<file path="src/hw/dcp_regs.svh">
// Register offsets, field positions and reset values of the DMA cell channel
`ifndef DCP_REGS_SVH
`define DCP_REGS_SVH

// Register byte offsets
`define DCP_OFF_CELL_SIZE     8'h00
`define DCP_OFF_CELL_PROGRESS 8'h04
`define DCP_OFF_MATCH_PATTERN 8'h08
`define DCP_OFF_CONTROL       8'h0c
`define DCP_OFF_STATUS        8'h10

// Control fields
`define DCP_CTRL_ENABLE_BIT   0
`define DCP_CTRL_PTERM_BIT    1

// Status fields
`define DCP_STAT_BUSY_BIT     0
`define DCP_STAT_DONE_BIT     1
`define DCP_STAT_HIT_BIT      2
`define DCP_STAT_OVR_BIT      3
`define DCP_STAT_STICKY_LO    1
`define DCP_STAT_STICKY_HI    3

// Reset values
`define DCP_RST_CELL_SIZE     16'h0000
`define DCP_RST_PROGRESS      16'h0000
`define DCP_RST_PATTERN       8'h00

// Cell length used when the size field holds zero
`define DCP_CELL_LEN_ZERO     17'h10000

// Default buffer depth
`define DCP_FIFO_DEPTH        32

`endif

</file>
<file path="src/hw/dcp_pkg.sv">
// Types shared by the DMA cell channel modules
package dcp_pkg;

	// Channel sequencer states
	typedef enum logic [0:0] {
		DCP_IDLE = 1'b0,
		DCP_MOVE = 1'b1
	} dcp_state_t;

	// Complete state of the channel
	typedef struct packed {
		dcp_state_t  state;
		logic [15:0] cellSize;
		logic [7:0]  pattern;
		logic        enable;
		logic        patTerm;
		logic [15:0] progress;
		logic [16:0] cellLen;
		logic        doneFlag;
		logic        hitFlag;
		logic        ovrFlag;
		logic        doneP;
		logic        hitP;
		logic [31:0] rdData;
	} dcp_chan_t;

endpackage : dcp_pkg

</file>
<file path="src/hw/dcp_channel.sv">
// DMA channel with cell sizing, cell progress tracking and pattern terminate
//
// Overview of operation
// RULE1: Each transfer event moves cell-size bytes; a size of zero means 65,536.
// RULE2: Read-only 16-bit progress count shows bytes moved since last transfer event.
// RULE3: In pattern mode, progress count clears to zero when the pattern is seen.
// RULE4: In pattern terminate mode, a moved byte equal to pattern byte ends transfer.
// RULE5: Outside pattern terminate mode the pattern byte does nothing but stays read/write.
// RULE6: Cell size and progress registers read zero in bits 31-16.
// RULE7: Pattern register reads zero in bits 31-8.
// RULE8: Progress rises by one per moved byte, returns to zero after a whole cell.
//
// Local design decisions: the placing of the registers and strobed register access.
`timescale 1ns/100ps
`include "dcp_regs.svh"

module dcp_channel #(
	parameter int ADDR_W     = 8,
	parameter int FIFO_DEPTH = `DCP_FIFO_DEPTH
) (
	// Clock and reset
	input  wire logic              clock,
	input  wire logic              rst_n,
	// Register port
	input  wire logic [ADDR_W-1:0] addr,
	input  wire logic [31:0]       wrData,
	input  wire logic              wrStrobe,
	input  wire logic              rdStrobe,
	output logic [31:0]            rdData,
	// Transfer event from a peripheral
	input  wire logic              startEvent,
	// Source byte stream
	input  wire logic              srcValid,
	input  wire logic [7:0]        srcData,
	output logic                   srcReady,
	// Destination byte stream
	output logic                   dstValid,
	output logic [7:0]             dstData,
	input  wire logic              dstReady,
	// Channel status
	output logic                   busy,
	output logic                   cellDone,
	output logic                   patternEnd
);

	// Refuse an address port too narrow for the register map
	if (ADDR_W < 5) begin : gBadAddr
		$error("dcp_channel: ADDR_W must be at least 5");
	end

	// The buffer wraps its pointers, so only a power-of-two depth works
	if (FIFO_DEPTH < 2 || (FIFO_DEPTH & (FIFO_DEPTH - 1)) != 0) begin : gBadDepth
		$error("dcp_channel: FIFO_DEPTH must be a power of two of at least 2");
	end

	dcp_pkg::dcp_chan_t q_reg;
	dcp_pkg::dcp_chan_t q_next;

	// Places of the registers in the select vectors
	localparam int NUM_REGS = 5;
	localparam int SEL_SIZE = 0;
	localparam int SEL_PROG = 1;
	localparam int SEL_PAT  = 2;
	localparam int SEL_CTRL = 3;
	localparam int SEL_STAT = 4;

	logic        acceptByte;
	logic        patternHit;
	logic        fifoInReady;
	logic [16:0] progressInc;
	logic [3:0]  statusView;
	logic [3:0]  stickyClr;
	logic [3:0]  stickySet;
	logic [3:0]  stickyNow;
	logic        doneEvt;
	logic        hitEvt;
	logic        ovrEvt;
	logic [31:0] controlWord;
	logic [31:0] readWord;
	logic [NUM_REGS-1:0] regSel;
	logic [NUM_REGS-1:0] wrSel;
	logic [NUM_REGS-1:0] rdSel;

	// Compare the whole address port against a register offset sized to the port
	function automatic logic addrIs(input logic [ADDR_W-1:0] a, input logic [7:0] off);
		addrIs = (a == ADDR_W'(off));
	endfunction : addrIs

	// Length of one cell from the size field
	function automatic logic [16:0] cellLength(input logic [15:0] size);
		if (size == 16'h0000) begin
			cellLength = `DCP_CELL_LEN_ZERO; // see RULE1
		end else begin
			cellLength = {1'b0, size}; // see RULE1
		end
	endfunction : cellLength

	// Byte offset of each register, indexed by its place in the select vectors
	function automatic logic [7:0] regOffset(input int idx);
		case (idx)
			SEL_SIZE: regOffset = `DCP_OFF_CELL_SIZE;
			SEL_PROG: regOffset = `DCP_OFF_CELL_PROGRESS;
			SEL_PAT:  regOffset = `DCP_OFF_MATCH_PATTERN;
			SEL_CTRL: regOffset = `DCP_OFF_CONTROL;
			SEL_STAT: regOffset = `DCP_OFF_STATUS;
			default:  regOffset = 8'hff; // Never used; points outside the map
		endcase
	endfunction : regOffset

	// Sticky bit update; a set in the same cycle as a clear wins, so no event is lost
	function automatic logic stickyBit(input logic held, input logic clr, input logic setNow);
		stickyBit = (held & ~clr) | setNow;
	endfunction : stickyBit

	// One select bit per register; an unmapped address selects nothing
	for (genvar r = 0; r < NUM_REGS; r++) begin : gDecode
		assign regSel[r] = addrIs(addr, regOffset(r));
	end

	// Strobes qualify the selects; the master never raises both at once
	assign wrSel = wrStrobe ? regSel : '0;
	assign rdSel = rdStrobe ? regSel : '0;

	// A byte moves when the source offers it and the channel can take it
	assign srcReady   = (q_reg.state == dcp_pkg::DCP_MOVE) & q_reg.enable & fifoInReady;
	assign acceptByte = srcValid & srcReady;

	// Pattern only reaches the logic through the terminate-mode gate
	dcp_pattern_cmp uCmp (
		.termMode    (q_reg.patTerm), // see RULE5
		.byteValid   (acceptByte),
		.byteData    (srcData),
		.patternByte (q_reg.pattern),
		.hit         (patternHit)
	);

	// Moved bytes pass through the buffer; a slow destination stalls the source
	dcp_fifo #(
		.WIDTH (8),
		.DEPTH (FIFO_DEPTH)
	) uFifo (
		.clock    (clock),
		.rst_n    (rst_n),
		.inValid  (acceptByte),
		.inData   (srcData),
		.inReady  (fifoInReady),
		.outValid (dstValid),
		.outData  (dstData),
		.outReady (dstReady)
	);

	assign progressInc = {1'b0, q_reg.progress} + 17'h00001;

	// Events of this cycle; a pattern hit outranks the end of the cell
	assign hitEvt  = acceptByte & patternHit; // see RULE4
	assign doneEvt = acceptByte & ~patternHit & (progressInc == q_reg.cellLen); // see RULE1
	assign ovrEvt  = startEvent & (q_reg.state == dcp_pkg::DCP_MOVE);

	// Control register as software sees it, unused bits zero
	always_comb begin
		controlWord                       = 32'h0000_0000;
		controlWord[`DCP_CTRL_ENABLE_BIT] = q_reg.enable;
		controlWord[`DCP_CTRL_PTERM_BIT]  = q_reg.patTerm;
	end

	// Read multiplexer; unimplemented upper bits are tied to zero
	always_comb begin
		readWord = 32'h0000_0000;
		if (rdSel[SEL_SIZE]) begin
			readWord = {16'h0000, q_reg.cellSize}; // see RULE6
		end
		if (rdSel[SEL_PROG]) begin
			readWord = {16'h0000, q_reg.progress}; // see RULE2, RULE6
		end
		if (rdSel[SEL_PAT]) begin
			readWord = {24'h000000, q_reg.pattern}; // see RULE7
		end
		if (rdSel[SEL_CTRL]) begin
			readWord = controlWord;
		end
		if (rdSel[SEL_STAT]) begin
			readWord = {28'h0000000, statusView};
		end
	end

	// Live view of the status bits, busy included
	assign statusView = {q_reg.ovrFlag, q_reg.hitFlag, q_reg.doneFlag,
	                     q_reg.state == dcp_pkg::DCP_MOVE};

	// Write-one-to-clear mask for the sticky status bits
	assign stickyClr = wrSel[SEL_STAT] ? wrData[3:0] : 4'h0;

	// Events that set the sticky bits; fed from events so no loop forms through q_next
	always_comb begin
		stickySet = 4'h0;
		stickySet[`DCP_STAT_DONE_BIT] = doneEvt;
		stickySet[`DCP_STAT_HIT_BIT]  = hitEvt;
		stickySet[`DCP_STAT_OVR_BIT]  = ovrEvt;
	end

	// Sticky status bits; the busy bit is live and never stored
	for (genvar i = 0; i < 4; i++) begin : gSticky
		if (i >= `DCP_STAT_STICKY_LO && i <= `DCP_STAT_STICKY_HI) begin : gBit
			assign stickyNow[i] = stickyBit(statusView[i], stickyClr[i], stickySet[i]);
		end else begin : gLive
			assign stickyNow[i] = 1'b0;
		end
	end

	// Next state of the whole channel
	always_comb begin
		q_next       = q_reg;
		q_next.doneP = 1'b0;
		q_next.hitP  = 1'b0;

		// Register writes; a new size only counts from the next event
		if (wrSel[SEL_SIZE]) begin
			q_next.cellSize = wrData[15:0];
		end
		// Pattern stays writable in every mode
		if (wrSel[SEL_PAT]) begin
			q_next.pattern = wrData[7:0]; // see RULE5
		end
		// Clearing enable mid-cell aborts the cell
		if (wrSel[SEL_CTRL]) begin
			q_next.enable  = wrData[`DCP_CTRL_ENABLE_BIT];
			q_next.patTerm = wrData[`DCP_CTRL_PTERM_BIT];
		end

		// Sequencer
		case (q_reg.state)
			dcp_pkg::DCP_IDLE: begin
				// Events are ignored while the channel is switched off
				if (startEvent && q_reg.enable) begin
					q_next.cellLen  = cellLength(q_reg.cellSize); // see RULE1
					q_next.progress = `DCP_RST_PROGRESS; // see RULE2
					q_next.state    = dcp_pkg::DCP_MOVE;
				end
			end
			dcp_pkg::DCP_MOVE: begin
				if (!q_reg.enable) begin
					// Software switched off mid-cell; progress is kept for inspection
					q_next.state = dcp_pkg::DCP_IDLE;
				end else if (acceptByte) begin
					if (patternHit) begin
						q_next.progress = `DCP_RST_PROGRESS; // see RULE3
						q_next.hitP     = 1'b1; // see RULE4
						q_next.state    = dcp_pkg::DCP_IDLE; // see RULE4
					end else if (progressInc == q_reg.cellLen) begin
						q_next.progress = `DCP_RST_PROGRESS; // see RULE8
						q_next.doneP    = 1'b1; // see RULE1
						q_next.state    = dcp_pkg::DCP_IDLE;
					end else begin
						q_next.progress = progressInc[15:0]; // see RULE8
					end
				end
			end
			default: begin
				q_next.state = dcp_pkg::DCP_IDLE;
			end
		endcase

		// Sticky flags take the computed value
		q_next.doneFlag = stickyNow[`DCP_STAT_DONE_BIT];
		q_next.hitFlag  = stickyNow[`DCP_STAT_HIT_BIT];
		q_next.ovrFlag  = stickyNow[`DCP_STAT_OVR_BIT];

		// Read data holds only in the cycle after the strobe
		q_next.rdData = readWord;
	end

	// Single state register, synchronous reset
	always_ff @(posedge clock) begin
		if (!rst_n) begin
			q_reg.state    <= dcp_pkg::DCP_IDLE;
			q_reg.enable   <= 1'b0;
			q_reg.patTerm  <= 1'b0;
			q_reg.cellLen  <= 17'h00000;
			q_reg.doneFlag <= 1'b0;
			q_reg.hitFlag  <= 1'b0;
			q_reg.ovrFlag  <= 1'b0;
			q_reg.doneP    <= 1'b0;
			q_reg.hitP     <= 1'b0;
			q_reg.rdData   <= 32'h0000_0000;
			q_reg.cellSize <= `DCP_RST_CELL_SIZE;
			q_reg.pattern  <= `DCP_RST_PATTERN;
			q_reg.progress <= `DCP_RST_PROGRESS;
		end else begin
			q_reg <= q_next;
		end
	end

	// Outputs straight from the state register
	assign rdData     = q_reg.rdData;
	assign busy       = (q_reg.state == dcp_pkg::DCP_MOVE);
	assign cellDone   = q_reg.doneP;
	assign patternEnd = q_reg.hitP;

endmodule : dcp_channel

</file>
<file path="src/hw/dcp_pattern_cmp.sv">
// Pattern byte comparator for the terminate-on-match mode
`timescale 1ns/100ps

module dcp_pattern_cmp (
	// Mode and data
	input  wire logic       termMode,
	input  wire logic       byteValid,
	input  wire logic [7:0] byteData,
	input  wire logic [7:0] patternByte,
	// Result
	output logic            hit
);

	// Only a moved byte in terminate mode can match; otherwise the pattern is inert
	assign hit = termMode & byteValid & (byteData == patternByte);

endmodule : dcp_pattern_cmp

</file>
<file path="src/hw/dcp_fifo.sv">
// Parameterised first-in first-out buffer with valid/ready on both sides
`timescale 1ns/100ps

module dcp_fifo #(
	parameter int WIDTH = 8,
	parameter int DEPTH = 32
) (
	// Clock and reset
	input  wire logic             clock,
	input  wire logic             rst_n,
	// Filling side
	input  wire logic             inValid,
	input  wire logic [WIDTH-1:0] inData,
	output logic                  inReady,
	// Draining side
	output logic                  outValid,
	output logic [WIDTH-1:0]      outData,
	input  wire logic             outReady
);

	localparam int AW = $clog2(DEPTH);

	// Depth must be a power of two so the wrapped pointers stay honest
	if (DEPTH < 2 || (1 << AW) != DEPTH || WIDTH < 1) begin : gBadParam
		$error("dcp_fifo: DEPTH must be a power of two >= 2");
	end

	typedef struct packed {
		logic [AW:0] wr;
		logic [AW:0] rd;
	} dcp_fifo_ptr_t;

	dcp_fifo_ptr_t          ptr_reg;
	dcp_fifo_ptr_t          ptr_next;
	logic [WIDTH-1:0]       mem [DEPTH];
	logic                   empty;
	logic                   full;

	// Extra pointer bit tells full from empty
	assign empty    = (ptr_reg.wr == ptr_reg.rd);
	assign full     = (ptr_reg.wr[AW] != ptr_reg.rd[AW]) &&
	                  (ptr_reg.wr[AW-1:0] == ptr_reg.rd[AW-1:0]);
	assign inReady  = ~full;
	assign outValid = ~empty;
	assign outData  = mem[ptr_reg.rd[AW-1:0]];

	// Pointer advance
	always_comb begin
		ptr_next = ptr_reg;
		if (inValid && !full) begin
			ptr_next.wr = ptr_reg.wr + 1'b1;
		end
		if (outReady && !empty) begin
			ptr_next.rd = ptr_reg.rd + 1'b1;
		end
	end

	always_ff @(posedge clock) begin
		if (!rst_n) begin
			ptr_reg <= '0;
		end else begin
			ptr_reg <= ptr_next;
		end
	end

	// Storage needs no reset; empty flag hides stale words
	always_ff @(posedge clock) begin
		if (inValid && !full) begin
			mem[ptr_reg.wr[AW-1:0]] <= inData;
		end
	end

endmodule : dcp_fifo

</file>
<file path="config.mk">
export PLATFORM = sky130hd
export DESIGN_NAME = dcp_channel
export DESIGN_NICKNAME = d
export VERILOG_FILES = /design/src/hw/dcp_pkg.sv /design/src/hw/dcp_channel.sv /design/src/hw/dcp_pattern_cmp.sv /design/src/hw/dcp_fifo.sv
export VERILOG_INCLUDE_DIRS = /design/src /design/src/hw
export SDC_FILE = /design/constraint.sdc
export NUM_CORES = 1
export LEC_CHECK = 0
export BUFFER_PORTS_ARGS = -buffer_cell sky130_fd_sc_hd__clkbuf_2
export CAP_MARGIN = 15
export CORE_MARGIN = 3
export CORE_UTILIZATION = 39
export CTS_CLUSTER_DIAMETER = 100
export CTS_CLUSTER_SIZE = 30
export DETAILED_ROUTE_END_ITERATION = 8
export GPL_ROUTABILITY_DRIVEN = 0
export PLACE_DENSITY = 0.6
export SLEW_MARGIN = 20
export SYNTH_ARGS = -nofsm -noshare
export SYNTH_HDL_FRONTEND = slang
export SYNTH_SLANG_ARGS = --single-unit
</file>
<file path="constraint.sdc">
create_clock -name clock -period 3.3 [get_ports clock]
set_clock_uncertainty 0.1 [all_clocks]
set_input_delay 0.165 -clock clock [delete_from_list [all_inputs] [get_ports clock]]
set_output_delay 0.165 -clock clock [all_outputs]
set_load 0.02 [all_outputs]
</file>
Word-level counts from Yosys, hierarchy flattened
Memory sizes are Yosys's and may differ from the RTL's. A register that Yosys moved wholly into a read port is not among the register bits.
Index checks and enable logic that the tools add are counted.
{"block": "word_totals", "ff_bits": 109, "ramBits": 256, "inputBits": 55, "out_inout_bits": 45, "word_cells": 101, "mem_count": 1}
{"name": "uFifo.mem", "words": 32, "word_bits": 8, "rd": 1, "rd_ports_with_merged_regs": 1, "write_ports": 1, "line_no": "dcp_fifo.sv:35", "rtl": "logic [WIDTH-1:0] mem [DEPTH];"}
{"block": "classes", "n_addsub": 3, "eq_ne": 12, "mux": 27, "bitwise": 25, "n_reduce_logical": 15}
{"operator": "2-to-1 mux 16 bit", "n": 6}
{"operator": "2-to-1 mux 33 bit", "n": 1}
{"operator": "case mux 16 bit (2 select lines)", "n": 1}
{"operator": "2-to-1 mux 5 bit", "n": 4}
{"operator": "adder 16 x 1 -> 17 bit (second input constant)", "n": 1}
{"operator": "equality test 17 bit", "n": 1}
{"operator": "2-to-1 mux 17 bit", "n": 1}
{"operator": "equality test 8 x 4 -> 1 bit (second input constant)", "n": 2}
{"operator": "logical NOT 16 bit", "n": 1}
{"operator": "adder 6 x 1 -> 6 bit (second input constant)", "n": 2}
{"operator": "bitwise AND 1 bit", "n": 12}
{"operator": "2-to-1 mux 4 bit", "n": 3}
{"operator": "inverter 1 bit", "n": 10}
{"operator": "OR reduction 5 bit", "n": 2}
{"operator": "2-to-1 mux 1 bit", "n": 9}
{"operator": "equality test 8 x 3 -> 1 bit (second input constant)", "n": 1}
{"operator": "equality test 8 x 5 -> 1 bit (second input constant)", "n": 1}
{"operator": "equality test 8 bit", "n": 1}
{"operator": "logical NOT 8 bit", "n": 1}
{"operator": "2-to-1 mux 8 bit", "n": 1}
{"operator": "equality test 6 bit", "n": 1}
{"operator": "equality test 5 bit", "n": 1}
{"operator": "logical AND 1 bit", "n": 4}
{"operator": "inequality test 2 bit (second input constant)", "n": 2}
{"operator": "10 further kinds", "n": 13}

Longest topological paths before layout
Gate-level depths: netlist (run 1).
{"block": "depth", "ltp_word": 11, "depth_mapped": 12, "mapped_depth_nobuf": 9}

Modules after synthesis
Synthesis (run 1) repeated with hierarchy kept, for this count alone.
{"block": "hier_totals", "hier_cells": 968, "hier_area_um2": 14884.3}
{"mod": "dcp_fifo", "n_inst": 1, "cells_each": 495, "area_each_um2": 10700.3, "seq_area_each_um2": 8027.7}
{"mod": "dcp_channel", "n_inst": 1, "cells_each": 461, "area_each_um2": 4087.7, "seq_area_each_um2": 1621.6}
{"mod": "dcp_pattern_cmp", "n_inst": 1, "cells_each": 12, "area_each_um2": 96.3, "seq_area_each_um2": 0.0}

Least setup slack after synthesis (run 1)
Ideal clock, no wire load.
{"block": "synth_timing", "path_type": "register to register", "start": "register uFifo.ptr_reg[10] in the netlist's numbering", "end": "memory uFifo.mem[15][0], enable pin", "setup_ns": 0.374, "t_arrival_ns": 2.515, "required_time_ns": 2.826, "path_slack_ns": 0.312, "path_stages_with_launch": 9, "n_path_buf": 2, "synth_period_minus_slack_ns": 2.988, "path_cell_list": "dfxtp_1 > clkbuf_1 > xor2_1 > nor3_1 > a31oi_1 > and2_0 > clkbuf_1 > nand2_1 > nor2_1"}
{"block": "synth_via", "elab_chain_len": 8, "elab_cells_between_ends": 9, "cone_classes": "1 x eq/ne; 2 x mux; 3 x bitwise; 3 x reduce/logical"}
{"element": "from (decl)", "line_no": "dcp_fifo.sv:33", "rtl": "dcp_fifo_ptr_t ptr_reg;"}
{"element": "from (signal assigned)", "line_no": "dcp_fifo.sv:62", "rtl": "ptr_reg <= ptr_next;"}
{"element": "equality test 5 bit", "line_no": "dcp_fifo.sv:42", "rtl": "(ptr_reg.wr[AW-1:0] == ptr_reg.rd[AW-1:0]);"}
{"element": "logical AND 1 bit", "line_no": "dcp_fifo.sv:41", "rtl": "assign full = (ptr_reg.wr[AW] != ptr_reg.rd[AW]) &&"}
{"element": "inverter 1 bit", "line_no": "dcp_fifo.sv:43", "rtl": "assign inReady = ~full;"}
{"element": "bitwise AND 1 bit", "line_no": "dcp_channel.sv:125", "rtl": "assign srcReady = (q_reg.state == dcp_pkg::DCP_MOVE) & q_reg.enable & fifoInReady;"}
{"element": "named net srcReady", "line_no": "dcp_channel.sv:35", "rtl": "output logic srcReady,"}
{"element": "bitwise AND 1 bit", "line_no": "dcp_channel.sv:126", "rtl": "assign acceptByte = srcValid & srcReady;"}
{"element": "logical AND 1 bit", "line_no": "dcp_fifo.sv:68", "rtl": "if (inValid && !full) begin"}
{"element": "2-to-1 mux 1 bit", "line_no": "dcp_fifo.sv:68"}
{"element": "2-to-1 mux 1 bit (not written as such)", "line_no": "dcp_fifo.sv:69", "rtl": "mem[ptr_reg.wr[AW-1:0]] <= inData;"}
{"element": "to (decl)", "line_no": "dcp_fifo.sv:35"}
The timed path passes the listed nets, and every way through them passes these cells.

==> metrics.md, run 1 <==
| Metric | Value |
|---|---|
| Minimum clock period after layout | `around 3 ns` |
| Drt first pass iters | `5` |
| Max reg flops | `256` |
| Worst setup SP type | `flop` |
| Hold_sp | `addr[3]` |
| IO Count | `100` |
| Post-synth top area share | `0.511` |
| Asr flop ratio synth | `0` |
| Vias per Instance | `between 5 and 6` |
| FF+latch count, synth | `~350` |
| Reg-to-reg slack, setup | `approximately 0.28 ns` |
| Reg2Reg Depth | `9` |
| Syn-to-layout area delta | `12.5%` |
| Max incr delay on CP | `~0.57 ns` |
| Max Root-Sink Buffers | `3` |
| DP Area | `~16000 sq um` |
| Total grt overflow | `0` |
| Nets | `roughly 1200` |
| Number of remaining DRC errors | `0` |
| Share of power burned in registers | `0.642` |
| Finish-stage setup viols | `0` |
| Routed Antenna Nets | `0` |
| Worst-path clk slew | `~0.11 ns` |
| N_diodes | `0` |
| Power density over the cells | `about 440 nW/um^2` |
| FF-to-FF End | `q_reg[36]` |
| Peak VDD IR | `between 0.3 and 0.4 mV` |
| Synth cell types | `between 60 and 70` |
| Pin count of the biggest net entering global routing | `65` |
| CP Cell Sequence | `buf_4 > mux4_2 > mux4_2 > mux2_2 > clkbuf_2` |
| Largest cells by area after synthesis | `edfxtp_1 (51%), dfxtp_1 (13%), mux4_2 (12%)` |
| Sequential fraction of the synthesis area | `0.642` |
| CP max stage cell | `mux4_2` |
| Post-synthesis average cell area | `15.0 sq um` |
| Total Power | `approximately 7.4 mW` |
| Clk sinks | `between 300 and 400` |
| Number of global-route vias before repair | `just under 9000` |
| CP arrival | `2.76 ns` |
| CTS tree | `done` |
| Core area | `between 30000 and 40000 sq um` |
| Status | `complete, no violations` |
| Clock power frac | `0.335` |
| Detail Placement HPWL | `22900 um` |
| Post-synth top area cell | `edfxtp_1` |
| Starting density of the core | `0.397` |
| Most frequent cells after synthesis | `edfxtp_1 (256), dfxtp_1 (98), nand2_1 (88)` |
| Critical Path Most Common Cell | `mux4_2` |
| Antenna violations before repair | `0` |
| Clock latency on the worst-skew pair | `0.52 ns` |
| Slew Limit Fails | `0` |
| Logic pwr share | `0.023` |
| First-pass GRT wire length | `around 53000 um` |
| Switching power | `approximately 1.5 mW` |
| Hold Path Depth | `4` |
| Mapped Cells | `roughly 1000` |
| Switch share | `0.200` |
| Post-synth EDFFs | `between 200 and 300` |
| Most common cell in the synthesized netlist | `edfxtp_1` |
| Die width | `202 um` |
| DR iter-0 viols | `around 770` |
| Final hold viol count | `0` |
| Vias | `around 8600` |
| Worst EP required | `approximately 3.0 ns` |
| Num CTS Buffers | `16` |
| R2R Path Start | `q_reg[58]` |
| Post-CTS resize count | `0` |
| Root Buffer | `clkbuf_16` |
| Worst-Margin Slew | `roughly 0.8 ns` |
| Share of layout cells above drive strength 1 | `0.254` |
| Die height | `between 200 and 250 um` |
| H-tree depth | `1` |
| WL final | `between 30000 and 40000 um` |
| Max FO, Critical Path | `9` |
| Dpl ws | `about 0.31 ns` |
| Max cap viols | `0` |
| Crit Path Category | `flop to output pin` |
| Drt wl/cell | `roughly 21 um` |
| Min-Delay Endpoint | `controlWord[1]` |
| Post-route cell area | `~17000 sq um` |
| Worst Setup End Kind | `output pin` |
| Maximum clock rate | `between 300 and 400 MHz` |
| RSZ-0062 raised after global routing | `no` |
| Static leakage | `5.55 nW` |
| HP Class | `input port to flop` |
| Final WS setup | `between 0.2 and 0.3 ns` |
| Die Footprint | `~41000 sq um` |
| Final TNS setup | `0 ns` |
| Fin crit share | `0.918` |
| Slew HR | `0.461` |
| Rows | `71` |
| Top FF cell, synth | `edfxtp_1` |
| Number of port buffers | `67` |
| GRT Total Usage | `0.167` |
| Synth Warn # | `0` |
| Mapped Area | `15000 sq um` |
| P_int | `between 5 and 6 mW` |
## power by group through the flow
stage | registers, mW | clock network [mW] | logic, mW
finish | 4.75 | 2.48 | 0.172
global route | 4.75 | 2.71 | 0.188
CTS | 4.75 | 2.56 | 0.173
detailed placement | 4.85 | 0 | 0.155
global placement | 4.85 | 0 | 0.151
floorplan | 4.86 | 0 | 0.0619
## per-stage QoR
| step | utilization | std cells | hold slack [ns] |
|---|---|---|---|
| after floorplan | - | 1018 | 0.164 |
| after global placement | 0.427 | 1585 | 0.303 |
| after detailed placement | 0.427 | 1585 | 0.315 |
| after CTS | 0.446 | 1632 | 0.00176 |
| after global routing | 0.447 | 1636 | 0.0425 |
| final | 0.447 | 1636 | 0.0204 |
## cells by family (layout without fill, tap and decap cells)
kind of cell | Yosys count | count (layout) | synth area share
DFF | 354 | 354 | 0.642
AOI/OAI and AO/OA | 104 | 104 | 0.0512
muxes | 103 | 103 | 0.136
buffers and inverters | 99 | 206 | 0.0390
xor gates and xnor gates | 45 | 45 | 0.0267
and+or+nand+nor | 291 | 291 | 0.100
other | 1 | 16 | 0.000249
adders and majority gates | 6 | 6 | 0.00499
## critical path, delay by kind of cell (launching register included)
family | cells | cell delay [ns]
mux | 3 | 1.40
buf+inv | 2 | 0.41
flops | 1 | 0.44
## area by class of cell
class / count / area [sq um]
fillers: 3427 / 20900
clock buffers: 25 / 477
well taps: 511 / 639
flip-flops and latches: 354 / 9650
multi-input cells: 565 / 4860
clock inverters: 3 / 63.8
repair buffers: 169 / 1190
inverters: 9 / 33.8
## timing repair
item / CTS / global route
hold buffers: 19 / 0
hold endpoints to repair: 37 / 0
buffers inserted: 0 / 4
endpoints found under the setup margin: 0 / 3
## placed cells by master (no fill, tap or decap), types with 25 or more instances in the layout
cell	instances
nor2_1	67
clkbuf_2	67
edfxtp_1	256
dfxtp_1	96
mux4_2	80
nor2b_1	25
nand2_1	88
xnor2_1	30
a21boi_0	27
buf_4	80
## worst max-delay path by stage
stage / start / end / slack (ns)
2_1_floorplan: uFifo.ptr_reg[10] / uFifo.mem[15][0] / 0.31
3_3_place_gp: q_reg[58] / q_reg[36] / 0.31
3_5_place_dp: q_reg[55] / q_reg[65] / 0.31
4_1_cts: flop / dstData[6] / 0.04
5_1_grt: q_reg[54] / q_reg[65] / 0.09
6_report: flop / dstData[6] / 0.27
## routing by layer
layer  track usage  part of all wire  vias up
met5             0                 0        -
met4        0.0290             0.015        0
met3        0.0238             0.049       26
met2         0.269              0.48      177
met1         0.246              0.46     4398
li1              -                 -     3974
(Power assumes the default switching activity.)
==> inputs of run 2 (changes only) <==
Settings changed: RECOVER_POWER set to 25.
==> metrics.md, run 2 (synthesized netlist as in run 1, its figures left out) <==
| Metric | Value |
|---|---|
| Syn-to-layout area delta | `12.3%` |
| Critical Path Stages | `5 (unchanged)` |
| CP Cell Sequence | `buf_4 > mux4_2 > mux4_2 > mux2_2 > clkbuf_2` |
| Nets | `1176 (unchanged)` |
| Peak VDD IR | `0.337 mV (about the same)` |
| Total grt overflow | `0 (unchanged)` |
| Maximum clock rate | `331 MHz (about the same)` |
| Num CTS Buffers | `16 (unchanged)` |
| CP max stage cell | `mux4_2` |
| Cell family with most CP delay | `multiplexers` |
| Vias | `8605 (+0.35%)` |
| Worst-path clk slew | `0.11 ns (about the same)` |
| Critical Path Most Common Cell | `mux4_2` |
| CTS tree | `done` |
| Number of port buffers | `67 (unchanged)` |
| Detail Placement HPWL | `22900 um (unchanged)` |
| Pin count of the biggest net entering global routing | `65 (unchanged)` |
| Min-Delay Endpoint | `controlWord[1]` |
| Root Buffer | `clkbuf_16` |
| Reg2Reg Depth | `9 (unchanged)` |
| Worst EP required | `3.03 ns (about the same)` |
| Status | `complete, but fails checks` |
| Power density over the cells | `439 nW/um^2 (+0.17%)` |
| Number of global-route vias before repair | `8642 (unchanged)` |
| Drt wl/cell | `20.8 um (about the same)` |
| Clk sinks | `354 (unchanged)` |
| WL final | `34000 um (about the same)` |
| First-pass GRT wire length | `53000 um (unchanged)` |
| Worst Setup End Kind | `output pin` |
| Max incr delay on CP | `0.57 ns (about the same)` |
| Worst setup SP type | `flop` |
| Antenna violations before repair | `0 (unchanged)` |
| Hold_sp | `addr[3]` |
| H-tree depth | `1 (unchanged)` |
| Die Footprint | `40900 sq um (unchanged)` |
| Slew HR | `-0.0210 (-0.482)` |
| Static leakage | `5.51 nW (-0.71%)` |
| Vias per Instance | `5.26 (+0.35%)` |
| DR iter-0 viols | `784 (+2.0%)` |
| FF-to-FF End | `q_reg[36]` |
| Starting density of the core | `0.397 (unchanged)` |
| Fin crit share | `0.917 (about the same)` |
| Core area | `37800 sq um (unchanged)` |
| Post-route cell area | `16900 sq um (-0.18%)` |
| Worst path bufs/invs | `2 (unchanged)` |
| Failing checks | `capacitance limit, slew limit` |
| Most common cell after layout, fill and taps aside | `edfxtp_1` |
| Die height | `202 um (unchanged)` |
| Crit Path Category | `flop to output pin` |
| GRT Total Usage | `0.167 (unchanged)` |
| Routed Antenna Nets | `0 (unchanged)` |
| Most frequent cells in the layout | `edfxtp_1 (256), dfxtp_1 (96), nand2_1 (88)` |
| FILL cells | `3435 (+0.23%)` |
| Clock latency on the worst-skew pair | `0.52 ns (about the same)` |
| DP Area | `16200 sq um (unchanged)` |
| Reg-to-reg slack, setup | `0.28 ns (about the same)` |
| Share of layout cells above drive strength 1 | `0.244 (-0.0107)` |
| CP arrival | `2.76 ns (about the same)` |
| Die width | `202 um (unchanged)` |
| Drt first pass iters | `6 (+1)` |
| Minimum clock period after layout | `3.03 ns (-0.00275 ns)` |
| Worst-Margin Slew | `1.53 ns (+0.724 ns)` |
| Hold Path Depth | `4 (unchanged)` |
| Max Root-Sink Buffers | `3 (unchanged)` |
| IO Count | `100 (unchanged)` |
| Slew Limit Fails | `33 (+33)` |
| Final hold viol count | `0 (unchanged)` |
| Rows | `71 (unchanged)` |
| Finish-stage setup viols | `0 (unchanged)` |
| Max FO, Critical Path | `9 (unchanged)` |
| Max reg flops | `256 (unchanged)` |
| Final TNS setup | `0 ns (unchanged)` |
| RSZ-0062 raised after global routing | `no` |
| Max cap viols | `2 (+2)` |
| R2R Path Start | `q_reg[58]` |
| HP Class | `input port to flop` |
| Number of remaining DRC errors | `0 (unchanged)` |
| N_diodes | `0 (unchanged)` |
==> run 2: metrics by stage <==
step | utilization | hold slack (ns) | power [mW] | std cells | setup slack [ns]
floorplan | - | 0.164 | 4.92 | 1018 | 0.312
global placement | 0.427 | 0.303 | 5.00 | 1585 | 0.307
detailed placement | 0.427 | 0.315 | 5.01 | 1585 | 0.312
CTS | 0.446 | 0.00176 | 7.49 | 1632 | 0.0405
global route | 0.446 | 0.0425 | 7.65 | 1636 | 0.0861
finish | 0.446 | 0.0202 | 7.40 | 1636 | 0.275
==> run 2: worst register-to-register path, stage by stage (launching register included) <==
cell and delay, ns:
dfxtp_1 0.56, nand3_4 0.18, or4_4 0.60, xnor2_2 0.17
o21ai_0 0.11, or3_4 0.34, or3_1 0.34, buf_4 0.20
nor2_1 0.23, a31o_2 0.14
==> run 2: final cells by class <==
type | instances | area, sq um | share of cell area
Sequential cell | 354 | 9650 | 0.572
Multi-Input combinational cell | 565 | 4860 | 0.288
Timing Repair Buffer | 169 | 1160 | 0.0685
Tap cell | 511 | 639 | 0.0379
Clock buffer | 25 | 477 | 0.0282
Clock inverter | 3 | 63.8 | 0.00378
Inverter | 9 | 33.8 | 0.00200
==> run 2: what timing repair did <==
action | 4_1_cts | 5_1_grt
hold buffers | 19 | 0
hold endpoints to repair | 37 | 0
setup buffers | 0 | 4
resized for setup | 0 | 0
endpoints found under the setup margin | 0 | 3
==> run 2: worst max path at each step <==
stage	to	slack [ns]
finish	dstData[6]	0.27
global route	q_reg[65]	0.09
CTS	dstData[6]	0.04
detailed placement	q_reg[65]	0.31
global placement	q_reg[36]	0.31
floorplan	uFifo.mem[15][0]	0.31
==> run 2: power by group <==
| group | switching (mW) | total, mW | internal [mW] | leakage (nW) |
|---|---|---|---|---|
| Sequential | 0.000538 | 4.76 | 4.75 | 3.09 |
| Combinational | 0.117 | 0.167 | 0.0503 | 2.16 |
| Clock | 1.37 | 2.48 | 1.11 | 0.257 |
==> run 2: layer usage <==
metal,part of all wire,vias up,global-route usage,wire (um)
li1,-,3975,-,-
met1,0.46,4404,0.246,15600
met2,0.48,200,0.269,16200
met3,0.050,26,0.0238,1710
met4,0.015,0,0.0290,503
met5,0,-,0,0
==> inputs of run 3 (changes only) <==
Settings changed: SETUP_SLACK_MARGIN set to 0.4.
==> metrics.md, run 3 (synthesized netlist as in run 1, its figures left out) <==
| Metric | Value |
|---|---|
| WL final | `34300 um (+0.74%)` |
| Clk sinks | `354 (unchanged)` |
| Hold_sp | `addr[3]` |
| Maximum clock rate | `332 MHz (+0.52%)` |
| Fin util | `0.453 (+0.00707)` |
| CP arrival | `2.74 ns (-0.02 ns)` |
| Root Buffer | `clkbuf_16` |
| Worst-path clk slew | `0.12 ns (about the same)` |
| Max FO, Critical Path | `16 (+7)` |
| DR iter-0 viols | `737 (-6.0%)` |
| Routed Antenna Nets | `0 (unchanged)` |
| CTS tree | `done` |
| RSZ-0062 raised after global routing | `yes` |
| Worst EP required | `3.03 ns (about the same)` |
| Crit Path Category | `flop to output pin` |
| FF-to-FF End | `q_reg[65]` |
| Most common cell after layout, fill and taps aside | `edfxtp_1` |
| Drt wl/cell | `20.8 um (about the same)` |
| FILL cells | `3412 (-0.67%)` |
| Most frequent cells in the layout | `edfxtp_1 (256), nand2_1 (86), dfxtp_1 (86)` |
| Core area | `37800 sq um (unchanged)` |
| Worst setup SP type | `flop` |
| Fin crit share | `0.912 (-0.00477)` |
| Number of remaining DRC errors | `0 (unchanged)` |
| Reg-to-reg slack, setup | `0.49 ns (+0.21 ns)` |
| Worst Setup End Kind | `output pin` |
| First-pass GRT wire length | `52200 um (-1.5%)` |
| Vias per Instance | `5.28 (+0.39%)` |
| Max cap viols | `2 (unchanged)` |
| Failing checks | `capacitance limit, slew limit` |
| IO Count | `100 (unchanged)` |
| Peak VDD IR | `0.463 mV (+37%)` |
| Status | `complete, but fails checks` |
| Drt first pass iters | `6 (unchanged)` |
| Reg2Reg Depth | `9 (unchanged)` |
| R2R Path Start | `q_reg[55]` |
| Pin count of the biggest net entering global routing | `33 (-49%)` |
| Syn-to-layout area delta | `14.1%` |
| Max Root-Sink Buffers | `3 (unchanged)` |
| Clock latency on the worst-skew pair | `0.52 ns (about the same)` |
| Starting density of the core | `0.397 (unchanged)` |
| GRT Total Usage | `0.165 (-0.00229)` |
| H-tree depth | `1 (unchanged)` |
| Hold Path Depth | `4 (unchanged)` |
| Finish-stage setup viols | `0 (unchanged)` |
| N_diodes | `0 (unchanged)` |
| Number of port buffers | `67 (unchanged)` |
| Number of global-route vias before repair | `8454 (-2.2%)` |
| Minimum clock period after layout | `3.01 ns (-0.0157 ns)` |
| Max reg flops | `256 (unchanged)` |
| Final TNS setup | `0 ns (unchanged)` |
| HP Class | `input port to flop` |
| Die width | `202 um (unchanged)` |
| Total grt overflow | `0 (unchanged)` |
| Total Power | `7.29 mW (-1.5%)` |
| Nets | `1190 (+1.2%)` |
| Dpl ws | `0.295 ns (-0.0173 ns)` |
| Min-Delay Endpoint | `controlWord[1]` |
| Final WS setup | `0.290 ns (+0.0157 ns)` |
| Die height | `202 um (unchanged)` |
| Static leakage | `5.60 nW (+1.7%)` |
| Slew Limit Fails | `66 (+100%)` |
| Die Footprint | `40900 sq um (unchanged)` |
| Antenna violations before repair | `0 (unchanged)` |
| Slew HR | `-0.0752 (-0.0542)` |
| Num CTS Buffers | `16 (unchanged)` |
| Detail Placement HPWL | `23000 um (about the same)` |
| Vias | `8707 (+1.2%)` |
| Final hold viol count | `0 (unchanged)` |
| Power density over the cells | `425 nW/um^2 (-3.0%)` |
| Share of layout cells above drive strength 1 | `0.265 (+0.0218)` |
| Rows | `71 (unchanged)` |
| Worst-Margin Slew | `1.61 ns (+0.0813 ns)` |
==> run 3: cell types whose count changed in the layout (fill, tap and decap cells not counted), sizes merged <==
cell and delta:
buf +11, bufinv -1, clkbuf -2, clkinv -1, dlygate4sd3 +3, inv +2, nand3 +1
==> run 3: layout make-up <==
| class | instances | area (sq um) | area share |
|---|---|---|---|
| inverter | 9 | 33.8 | 0.00197 |
| multi-input combinational | 566 | 4920 | 0.287 |
| sequential | 354 | 9690 | 0.565 |
| tap | 511 | 639 | 0.0373 |
| timing repair buffer | 182 | 1380 | 0.0802 |
| clock inverter | 3 | 40.0 | 0.00233 |
| clock buffer | 24 | 452 | 0.0263 |
==> run 3: how the worst max path moves through the flow <==
stage / end / slack (ns) / depth (start not counted)
global placement: q_reg[36] / 0.30 / 9
finish: dstData[4] / 0.29 / 5
floorplan: uFifo.mem[31][0] / 0.33 / 8
CTS: dstData[4] / 0.24 / 5
detailed placement: q_reg[59] / 0.29 / 9
global route: dstData[6] / 0.18 / 5
==> run 3: layer usage <==
metal | vias up | part of all wire | GRT usage
li1 | 4009 | - | -
met1 | 4440 | 0.46 | 0.243
met2 | 230 | 0.48 | 0.273
met3 | 28 | 0.047 | 0.0163
met4 | 0 | 0.013 | 0.0223
met5 | - | 0 | 0
==> run 3: report_power, final <==
group	switching, mW	total (mW)	internal (mW)
registers	0.000533	4.75	4.75
clock network	1.38	2.38	0.995
logic	0.119	0.171	0.0521
total	1.50	7.29	5.80
==> run 3: repair_timing <==
item / CTS / global route
cloned: 2 / 1
pin swaps: 1 / 3
resized for setup: 23 / 16
setup buffers: 3 / 16
hold endpoints to repair: 43 / 0
endpoints found under the setup margin: 24 / 281
hold buffers: 22 / 0
==> run 3: per-stage QoR <==
| stage | hold WS [ns] | instances | area [sq um] |
|---|---|---|---|
| after floorplan | 0.164 | 1018 | 15100 |
| after global placement | 0.303 | 1578 | 16100 |
| after detailed placement | 0.308 | 1578 | 16100 |
| after CTS | 0.00284 | 1632 | 17000 |
| after global routing | 0.0527 | 1649 | 17200 |
| final | 0.0295 | 1649 | 17200 |
==> run 3: critical path: stages (launching register included) <==
cell and delay, ns:
dfxtp_4 0.46, buf_12 0.21, mux4_2 0.56, mux4_2 0.53
mux2_2 0.30, clkbuf_2 0.16
